===== config.mk =====
export PLATFORM = sky130hd
export DESIGN_NAME = hub_port_disable_power_config
export DESIGN_NICKNAME = d
export VERILOG_FILES = /design/src/hw/hub_cfg_pkg.sv /design/src/hw/power_mode_if.sv /design/src/hw/hub_port_disable_power_config.sv /design/src/hw/power_mode_sel.sv
export VERILOG_INCLUDE_DIRS = /design/src /design/src/hw
export SDC_FILE = /design/constraint.sdc
export NUM_CORES = 1
export LEC_CHECK = 0
export BUFFER_PORTS_ARGS = -buffer_cell sky130_fd_sc_hd__buf_2
export CAP_MARGIN = 20
export CORE_MARGIN = 2
export CORE_UTILIZATION = 56
export CTS_BUF_LIST = sky130_fd_sc_hd__clkbuf_4 sky130_fd_sc_hd__clkbuf_8
export CTS_CLUSTER_SIZE = 28
export DETAILED_ROUTE_END_ITERATION = 10
export HOLD_SLACK_MARGIN = 0.05
export PLACE_DENSITY_LB_ADDON = 0.25
export SETUP_SLACK_MARGIN = 0.1
export SLEW_MARGIN = 20
export SYNTH_ARGS = -nofsm -noshare
export SYNTH_HDL_FRONTEND = slang
export SYNTH_SLANG_ARGS = --single-unit

===== constraint.sdc =====
create_clock -name clk -period 1.4 [get_ports clk]
set_input_delay 0.14 -clock clk [delete_from_list [all_inputs] [get_ports clk]]
set_output_delay 0.14 -clock clk [all_outputs]
set_load 0.01 [all_outputs]

===== src/hw/hub_cfg_defs.svh =====
// Offsets, field positions, reset values and limits of the hub power configuration bytes.
// Assumes inclusion by bare name from the configuration bank design module.
`ifndef HUB_CFG_DEFS_SVH
`define HUB_CFG_DEFS_SVH

// ==========================================================
// Byte offsets in the configuration image
`define CFG_OFS_PORT_OFF_SELFPOW   8'h09
`define CFG_OFS_PORT_OFF_BUSPOW    8'h0A
`define CFG_OFS_DRAW_SELFPOW       8'h0B
`define CFG_OFS_DRAW_BUSPOW        8'h0C

// ==========================================================
// Field layout
`define PORT_MASK_RSVD_BIT         0
`define PORT_MASK_RSVD_CLEAR       8'hFE

// ==========================================================
// Reset values
`define PORT_OFF_RESET             8'h00
`define DRAW_RESET                 8'h32
`define READ_UNMAPPED              8'h00

// ==========================================================
// Scaling and limits
`define DRAW_UNIT_MA               10'h002
`define DRAW_LIMIT_SELFPOW         8'h32

`endif


===== src/hw/hub_cfg_pkg.sv =====
// Types shared by the hub power configuration modules.
// Assumes nothing beyond a SystemVerilog compiler.
package hub_cfg_pkg;

   // ==========================================================
   // Effective power mode
   typedef enum logic {
      MODE_BUS,
      MODE_SELF
   } power_mode_type;

endpackage


===== src/hw/power_mode_if.sv =====
// Carrier for the effective power mode between selector and register bank.
// Assumes both ends run on the same clock.
`timescale 1ns/1ps

interface power_mode_if;
   import hub_cfg_pkg::*;

   power_mode_type mode;
   logic           mode_changed;

   modport producer (output mode, output mode_changed);
   modport consumer (input mode, input mode_changed);
endinterface


===== src/hw/hub_port_disable_power_config.sv =====
// Port disable and upstream draw configuration bytes of a seven port hub.
// Assumes a loader on clk writing and reading bytes at image offsets.
`timescale 1ns/1ps
`include "hub_cfg_defs.svh"

module hub_port_disable_power_config
   import hub_cfg_pkg::*;
#(
   parameter int PORTS = 7
)
(
   input  wire logic             clk,
   input  wire logic             rst,
   input  wire logic             cfg_wr_en,
   input  wire logic             cfg_rd_en,
   input  wire logic [7:0]       cfg_addr,
   input  wire logic [7:0]       cfg_wr_data,
   output logic      [7:0]       cfg_rd_data,
   output logic                  cfg_rd_valid,
   input  wire logic             power_source_select,
   input  wire logic             dynamic_switch_en,
   input  wire logic             compound_cfg,
   input  wire logic             local_supply_sense_pin,
   output logic      [PORTS:0]   port_off,
   output logic      [7:0]       upstream_draw_units,
   output logic      [9:0]       upstream_draw_ma,
   output logic                  self_powered,
   output logic                  compound_device,
   output logic                  settings_switched,
   output logic                  port_mask_scattered,
   output logic                  selfpow_draw_over
);

   // ==========================================================
   // Helpers
   // Contiguous when adding the lowest set bit leaves no overlap
   function automatic logic mask_contiguous(input logic [7:0] m);
      logic [7:0] low;
      low = m & (~m + 8'h01);
      return ((m + low) & m) == 8'h00;
   endfunction

   function automatic logic [7:0] clear_rsvd(input logic [7:0] m);
      return m & `PORT_MASK_RSVD_CLEAR;
   endfunction

   // ==========================================================
   // Power mode selection
   power_mode_if pm ();

   power_mode_sel u_mode (
      .clk                    (clk),
      .rst                    (rst),
      .local_supply_sense_pin (local_supply_sense_pin),
      .power_source_select    (power_source_select),
      .dynamic_switch_en      (dynamic_switch_en),
      .pm                     (pm.producer)
   );

   // ==========================================================
   // Configuration bytes
   logic [7:0] port_off_mask_selfpow_q;
   logic [7:0] port_off_mask_buspow_q;
   logic [7:0] upstream_draw_selfpow_q;
   logic [7:0] upstream_draw_buspow_q;

   wire logic hit_off_self  = cfg_addr == `CFG_OFS_PORT_OFF_SELFPOW;
   wire logic hit_off_bus   = cfg_addr == `CFG_OFS_PORT_OFF_BUSPOW;
   wire logic hit_draw_self = cfg_addr == `CFG_OFS_DRAW_SELFPOW;
   wire logic hit_draw_bus  = cfg_addr == `CFG_OFS_DRAW_BUSPOW;

   // Reserved bit dropped on the way in so it can never be stored
   wire logic [7:0] wr_mask = clear_rsvd(cfg_wr_data);

   always_ff @(posedge clk) begin
      if (rst) begin
         port_off_mask_selfpow_q <= `PORT_OFF_RESET;
         port_off_mask_buspow_q  <= `PORT_OFF_RESET;
         upstream_draw_selfpow_q <= `DRAW_RESET;
         upstream_draw_buspow_q  <= `DRAW_RESET;
      end else if (cfg_wr_en) begin
         if (hit_off_self) begin
            port_off_mask_selfpow_q <= wr_mask;
         end
         if (hit_off_bus) begin
            port_off_mask_buspow_q <= wr_mask;
         end
         if (hit_draw_self) begin
            upstream_draw_selfpow_q <= cfg_wr_data;
         end
         if (hit_draw_bus) begin
            upstream_draw_buspow_q <= cfg_wr_data;
         end
      end
   end

   // ==========================================================
   // Read back
   logic [7:0] rd_data_q;
   logic       rd_valid_q;
   logic [7:0] rd_sel;

   assign rd_sel = hit_off_self  ? port_off_mask_selfpow_q :
                   hit_off_bus   ? port_off_mask_buspow_q  :
                   hit_draw_self ? upstream_draw_selfpow_q :
                   hit_draw_bus  ? upstream_draw_buspow_q  :
                                   `READ_UNMAPPED;

   always_ff @(posedge clk) begin
      if (rst) begin
         rd_data_q  <= 8'h00;
         rd_valid_q <= 1'b0;
      end else begin
         rd_data_q  <= cfg_rd_en ? rd_sel : rd_data_q;
         rd_valid_q <= cfg_rd_en;
      end
   end

   assign cfg_rd_data  = rd_data_q;
   assign cfg_rd_valid = rd_valid_q;

   // ==========================================================
   // Active settings for the effective mode
   // Selection follows the registered mode every cycle, so a mode
   // change or a new byte shows one cycle later with no stale copy
   wire logic       mode_self   = pm.mode == MODE_SELF;
   wire logic [7:0] active_mask = mode_self ? port_off_mask_selfpow_q
                                            : port_off_mask_buspow_q;
   wire logic [7:0] active_draw = mode_self ? upstream_draw_selfpow_q
                                            : upstream_draw_buspow_q;
   // Count of 2 mA units scaled to mA, so fifty reads as 100
   wire logic [9:0] active_ma   = 10'(active_draw) * `DRAW_UNIT_MA;

   logic [PORTS:0] port_off_q;
   logic [7:0]     draw_units_q;
   logic [9:0]     draw_ma_q;
   logic           self_q;
   logic           compound_q;
   logic           switched_q;
   logic           scattered_q;
   logic           draw_over_q;

   // One flop per port, each its own variable so no bit has two writers
   genvar p;
   generate
      for (p = 1; p <= PORTS; p++) begin : g_port
         logic off_q;
         always_ff @(posedge clk) begin
            if (rst) begin
               off_q <= 1'b0;
            end else begin
               off_q <= active_mask[p];
            end
         end
         assign port_off_q[p] = off_q;
      end
   endgenerate

   // Reserved bit kept as a flop so every output bit is registered
   logic rsvd_q;

   always_ff @(posedge clk) begin
      if (rst) begin
         rsvd_q <= 1'b0;
      end else begin
         rsvd_q <= 1'b0;
      end
   end

   assign port_off_q[`PORT_MASK_RSVD_BIT] = rsvd_q;

   always_ff @(posedge clk) begin
      if (rst) begin
         draw_units_q <= `DRAW_RESET;
         draw_ma_q    <= 10'h000;
         self_q       <= 1'b0;
         compound_q   <= 1'b0;
         switched_q   <= 1'b0;
      end else begin
         draw_units_q <= active_draw;
         draw_ma_q    <= active_ma;
         self_q       <= mode_self;
         compound_q   <= compound_cfg;
         switched_q   <= pm.mode_changed;
      end
   end

   // ==========================================================
   // Loader sanity flags
   // Only reported; the hub still applies what was loaded
   always_ff @(posedge clk) begin
      if (rst) begin
         scattered_q <= 1'b0;
         draw_over_q <= 1'b0;
      end else begin
         scattered_q <= ~mask_contiguous(port_off_mask_selfpow_q) |
                        ~mask_contiguous(port_off_mask_buspow_q);
         draw_over_q <= upstream_draw_selfpow_q > `DRAW_LIMIT_SELFPOW;
      end
   end

   // ==========================================================
   // Outputs
   assign port_off            = port_off_q;
   assign upstream_draw_units = draw_units_q;
   assign upstream_draw_ma    = draw_ma_q;
   assign self_powered        = self_q;
   assign compound_device     = compound_q;
   assign settings_switched   = switched_q;
   assign port_mask_scattered = scattered_q;
   assign selfpow_draw_over   = draw_over_q;

endmodule


===== src/hw/power_mode_sel.sv =====
// Effective power mode selection from the configured source or the sense pin.
// Assumes the sense pin is asynchronous to clk; config inputs are on clk.
`timescale 1ns/1ps

module power_mode_sel
   import hub_cfg_pkg::*;
(
   input  wire logic        clk,
   input  wire logic        rst,
   input  wire logic        local_supply_sense_pin,
   input  wire logic        power_source_select,
   input  wire logic        dynamic_switch_en,
   power_mode_if.producer   pm
);

   // ==========================================================
   // Pin synchroniser
   logic           sense_meta_q;
   logic           sense_sync_q;
   power_mode_type mode_q;
   power_mode_type mode_d;
   logic           changed_q;

   always_ff @(posedge clk) begin
      if (rst) begin
         sense_meta_q <= 1'b0;
         sense_sync_q <= 1'b0;
      end else begin
         sense_meta_q <= local_supply_sense_pin;
         sense_sync_q <= sense_meta_q;
      end
   end

   // ==========================================================
   // Mode selection
   wire logic self_src = dynamic_switch_en ? sense_sync_q : power_source_select;

   assign mode_d = self_src ? MODE_SELF : MODE_BUS;

   always_ff @(posedge clk) begin
      if (rst) begin
         mode_q    <= MODE_BUS;
         changed_q <= 1'b0;
      end else begin
         mode_q    <= mode_d;
         changed_q <= (mode_d != mode_q);
      end
   end

   assign pm.mode         = mode_q;
   assign pm.mode_changed = changed_q;

endmodule


==> reports/summary.log <==
INFO  sta            max_freq=798MHz
INFO  routing        wirelength=6.46mm
INFO  floorplan      row_count=25
INFO  place          place_hpwl=4.63mm
INFO  synthesis      synth_top_family_by_area=simple AND/OR/NAND/NOR gates
INFO  synthesis      synth_area_per_cell=9.33squm
INFO  sta            setup_repair_after_global_routing_missed_its_margin=true
INFO  worst_setup_path worstPathBufferInverterCount=0
INFO  floorplan      pin_count=64
INFO  sta            timing_hold_violations_final=0
INFO  sta            setup_ws=0.148ns
INFO  routing        detailed_route_drc_error_count=0
INFO  clock_tree     numCtsBuffers=9
INFO  final_layout   fill_cells=405
INFO  synthesis      post_synth_num_cell_types=36
INFO  worst_setup_path critical_path_class=flop to flop
INFO  worst_setup_path timing.critical_path.max_delay_family=compound AO/OA/AOI/OAI gates
INFO  final_layout   flow.area_growth_from_synthesis=22.1%
INFO  worst_hold_path holdCritPathClass=primary input to flop
INFO  synthesis      synth_adder_area_share=0
INFO  global_routing grt_first_pass_wirelength=10.4mm
INFO  synthesis      ys.warnings.count=0
INFO  synthesis      synth.area.top_cells=sky130_fd_sc_hd__dfxtp_1, sky130_fd_sc_hd__mux2i_1, sky130_fd_sc_hd__nor2_1
INFO  global_routing antenna_violations_before_repair=0
INFO  sta            min_period=1.25ns
INFO  worst_setup_path timing.rr.start=port_off_mask_buspow_q[6]
INFO  worst_setup_path worstSetupStartpoint=port_off_mask_buspow_q[6]
INFO  synthesis      synth_async_sr_flop_share=0
INFO  worst_setup_path timing.critical_path.slowest_stage_cell=sky130_fd_sc_hd__dfxtp_1
INFO  routing        dr.first_iter.drc_count=174
INFO  routing        via_count=2,365
INFO  worst_setup_path worst_r2r_path_depth=3
INFO  sta            totalNegativeSetupSlack=0ns
INFO  final_layout   finalCoreUtilization=0.724
INFO  synthesis      edff_count_synth=0
INFO  global_routing first_global_vias=2,166
INFO  worst_setup_path timing.critical_path.required=1.61ns
INFO  global_routing overflow_after_grt=0
INFO  synthesis      synth_simple_gate_area_frac=0.187
INFO  worst_setup_path reg2reg_setup_slack=0.15ns
INFO  clock_tree     clk_latency=0.34ns
INFO  worst_setup_path critical_path.max_stage_delay=0.38ns
INFO  floorplan      die_span_in_y=75.4um
INFO  floorplan      initial_standard_cell_utilization_of_the_core=0.592
INFO  clock_tree     cts.sinks=66
INFO  floorplan      dieArea=5680squm
INFO  power          p_total=4.11mW
INFO  run_status     run_status=completed
INFO  synthesis      synth_top_area_frac=0.463
INFO  synthesis      ys_seq_area_frac=0.463
INFO  synthesis      syn-cell-area=2850squm
INFO  global_routing globalRouteTotalUtil=0.251
INFO  worst_setup_path worstSetupStartpointType=flop
INFO  clock_tree     post_cts_buffers=0
INFO  clock_tree     clockRootBuffer=sky130_fd_sc_hd__clkbuf_8
INFO  clock_tree     ctsHtreeMaxLevel=3
INFO  final_layout   non_filler_cells_in_the_finished_layout=435
INFO  worst_setup_path crit_cells=3
INFO  synthesis      netlist.top_cell.by_area=sky130_fd_sc_hd__dfxtp_1
INFO  global_routing maximum_number_of_pins_on_one_net_before_global_route_repair=27
INFO  power          vdd_ir_drop_max=0.000784V
INFO  power          leakage=1.68nW
INFO  synthesis      synth.mux.area_fraction=0.140
INFO  synthesis      synthesized_area_fraction_occupied_by_ao_oa_aoi_and_oai_cells=0.128
INFO  worst_setup_path cp_data_arrival_time=1.46ns
INFO  synthesis      dominantRegCellSynth=sky130_fd_sc_hd__dfxtp_1
INFO  final_layout   final_net_count=387
INFO  synthesis      synth-xor-area-share=0.00307
INFO  clock_tree     cts.clk_slew.worst_paths=0.07ns
INFO  floorplan      die_w=75.4um
INFO  floorplan      core=4820squm
INFO  final_layout   count_of_antenna_diodes_in_the_layout=0
INFO  clock_tree     cts_tree=built
INFO  sta            timing.final.max_slew_violations=0
INFO  worst_setup_path crit_path_cell_trace=or2_2 -> a222oi_1 -> a31oi_1
INFO  routing        drt-vias-per-instance=5.44
INFO  sta            setup_viol=0
INFO  place          place.gp.congestion=0.804
INFO  place          pre_cts_ws=-0.0469ns
INFO  routing        drtAntennaViolNets=0
INFO  routing        first_pass_iters=4
INFO  synthesis      postSynthRegisterBits=66
INFO  synthesis      post_synth_most_frequent_cells=sky130_fd_sc_hd__dfxtp_1, sky130_fd_sc_hd__nor2_1, sky130_fd_sc_hd__mux2i_1
INFO  worst_setup_path end_kind=flop
INFO  power          pwr_density_cell=1180nW/um^2
INFO  place          placed_cells=417
INFO  final_layout   drive_above_1_share=0.280
INFO  worst_setup_path critical_path.max_fanout=6
INFO  worst_setup_path endpoint=port_mask_scattered
INFO  sta            skew=0.0112ns
INFO  synthesis      synthMostInstantiatedCell=sky130_fd_sc_hd__dfxtp_1
INFO  worst_setup_path reg2reg_to=port_mask_scattered
INFO  clock_tree     cts-root-to-sink-buffers=2
INFO  sta            finalCritPeriodShare=0.895
INFO  routing        final_routed_wire_length_divided_by_cell_count=14.8um
INFO  synthesis      netlist_instances=306
INFO  place          io_buffers=60
INFO  job            max_cap_violations=0
-- worst min path at each step --
| stage | from | end | slack [ns] | cells past startpoint |
|---|---|---|---|---|
| detailed placement | local_supply_sense_pin | u_mode.sense_meta_q | 0.36 | 2 |
| CTS | cfg_wr_data[4] | port_off_mask_selfpow_q[4] | 0.05 | 3 |
| finish | cfg_wr_data[4] | port_off_mask_selfpow_q[4] | 0.06 | 3 |
| global placement | local_supply_sense_pin | u_mode.sense_meta_q | 0.35 | 2 |
| floorplan | rst | cfg_rd_valid | 0.22 | 1 |
| global route | cfg_wr_data[0] | upstream_draw_buspow_q[0] | 0.07 | 3 |
-- metal layers --
metal	up-vias	part of all wire	GRT usage
li1	1154	-	-
met1	1111	0.43	0.303
met2	88	0.49	0.417
met3	12	0.061	0.0754
met4	0	0.022	0.103
met5	-	0	0
-- what timing repair did --
item / in CTS / in global routing
hold endpoints to repair: 2 / 0
resized for setup: 1 / 5
pin swaps: 0 / 2
hold buffers: 2 / 0
endpoints found under the setup margin: 1 / 2
-- where the power goes --
| part | leakage, nW | internal [mW] | total (mW) | switching [mW] |
|---|---|---|---|---|
| sequential | 0.537 | 1.90 | 1.90 | 0.00586 |
| combinational | 1.02 | 0.102 | 0.242 | 0.140 |
| clock | 0.123 | 1.23 | 1.96 | 0.729 |
| total | 1.68 | 3.23 | 4.11 | 0.875 |
-- through the flow --
| step | hold WS, ns | cell area [sq um] |
|---|---|---|
| after floorplan | 0.223 | 2860 |
| after global placement | 0.350 | 3210 |
| after detailed placement | 0.358 | 3210 |
| after CTS | 0.0517 | 3480 |
| after global routing | 0.0689 | 3490 |
| final | 0.0586 | 3490 |
-- tightest hold or removal path, stage by stage --
cell	delay, ns
sky130_fd_sc_hd__buf_2	0.10
sky130_fd_sc_hd__mux2i_1	0.06
sky130_fd_sc_hd__nor2_1	0.07
-- cell families (layout without fill, tap and decap cells) --
| logic type | Yosys count | count (layout) |
|---|---|---|
| and+or+nand+nor | 108 | 108 |
| DFF | 66 | 66 |
| AOI/OAI and AO/OA | 49 | 49 |
| buffers and inverters | 41 | 101 |
| muxes | 40 | 40 |
| other | 1 | 3 |
| xor gates and xnor gates | 1 | 1 |
-- area by class of cell --
type	instances	area, sq um	area share
multi-input combinational	201	1320	0.379
sequential	66	1330	0.380
inverter	7	26.3	0.00754
clock inverter	6	111	0.0319
clock buffer	10	138	0.0395
tap	67	83.8	0.0240
timing repair buffer	78	478	0.137
-- layout by cell type (no fill, tap or decap), types with 2 or more instances in the layout --
| cell type | n |
|---|---|
| sky130_fd_sc_hd__a211o_1 | 14 |
| sky130_fd_sc_hd__nand2b_1 | 11 |
| sky130_fd_sc_hd__nor3_1 | 2 |
| sky130_fd_sc_hd__a31oi_1 | 2 |
| sky130_fd_sc_hd__clkbuf_8 | 10 |
| sky130_fd_sc_hd__nand2_1 | 10 |
| sky130_fd_sc_hd__nor2b_1 | 10 |
| sky130_fd_sc_hd__a21oi_1 | 9 |
| sky130_fd_sc_hd__nand4_2 | 2 |
| sky130_fd_sc_hd__o211ai_1 | 8 |
| sky130_fd_sc_hd__dfxtp_1 | 62 |
| sky130_fd_sc_hd__buf_12 | 3 |
| sky130_fd_sc_hd__o21ai_0 | 2 |
| sky130_fd_sc_hd__bufinv_16 | 3 |
| sky130_fd_sc_hd__mux2i_1 | 40 |
| sky130_fd_sc_hd__dlygate4sd3_1 | 2 |
| sky130_fd_sc_hd__dfxtp_2 | 4 |
| sky130_fd_sc_hd__nand3_1 | 2 |
| sky130_fd_sc_hd__a21o_1 | 7 |
| sky130_fd_sc_hd__buf_4 | 13 |
| sky130_fd_sc_hd__conb_1 | 3 |
| sky130_fd_sc_hd__nand4_1 | 3 |
| sky130_fd_sc_hd__nor2_1 | 60 |
| sky130_fd_sc_hd__buf_2 | 60 |
| sky130_fd_sc_hd__inv_1 | 7 |
-- sequential cells by signal, indices dropped and copies added (netlist names), 3 cells and up --
register and count:
port_off_mask_selfpow_q 7, port_off_mask_buspow_q 7, upstream_draw_ma 3, upstream_draw_buspow_q 8, upstream_draw_selfpow_q 8, g_port.off_q 7, upstream_draw_units 8, cfg_rd_data 8
Power figures use the tool's default switching activity.
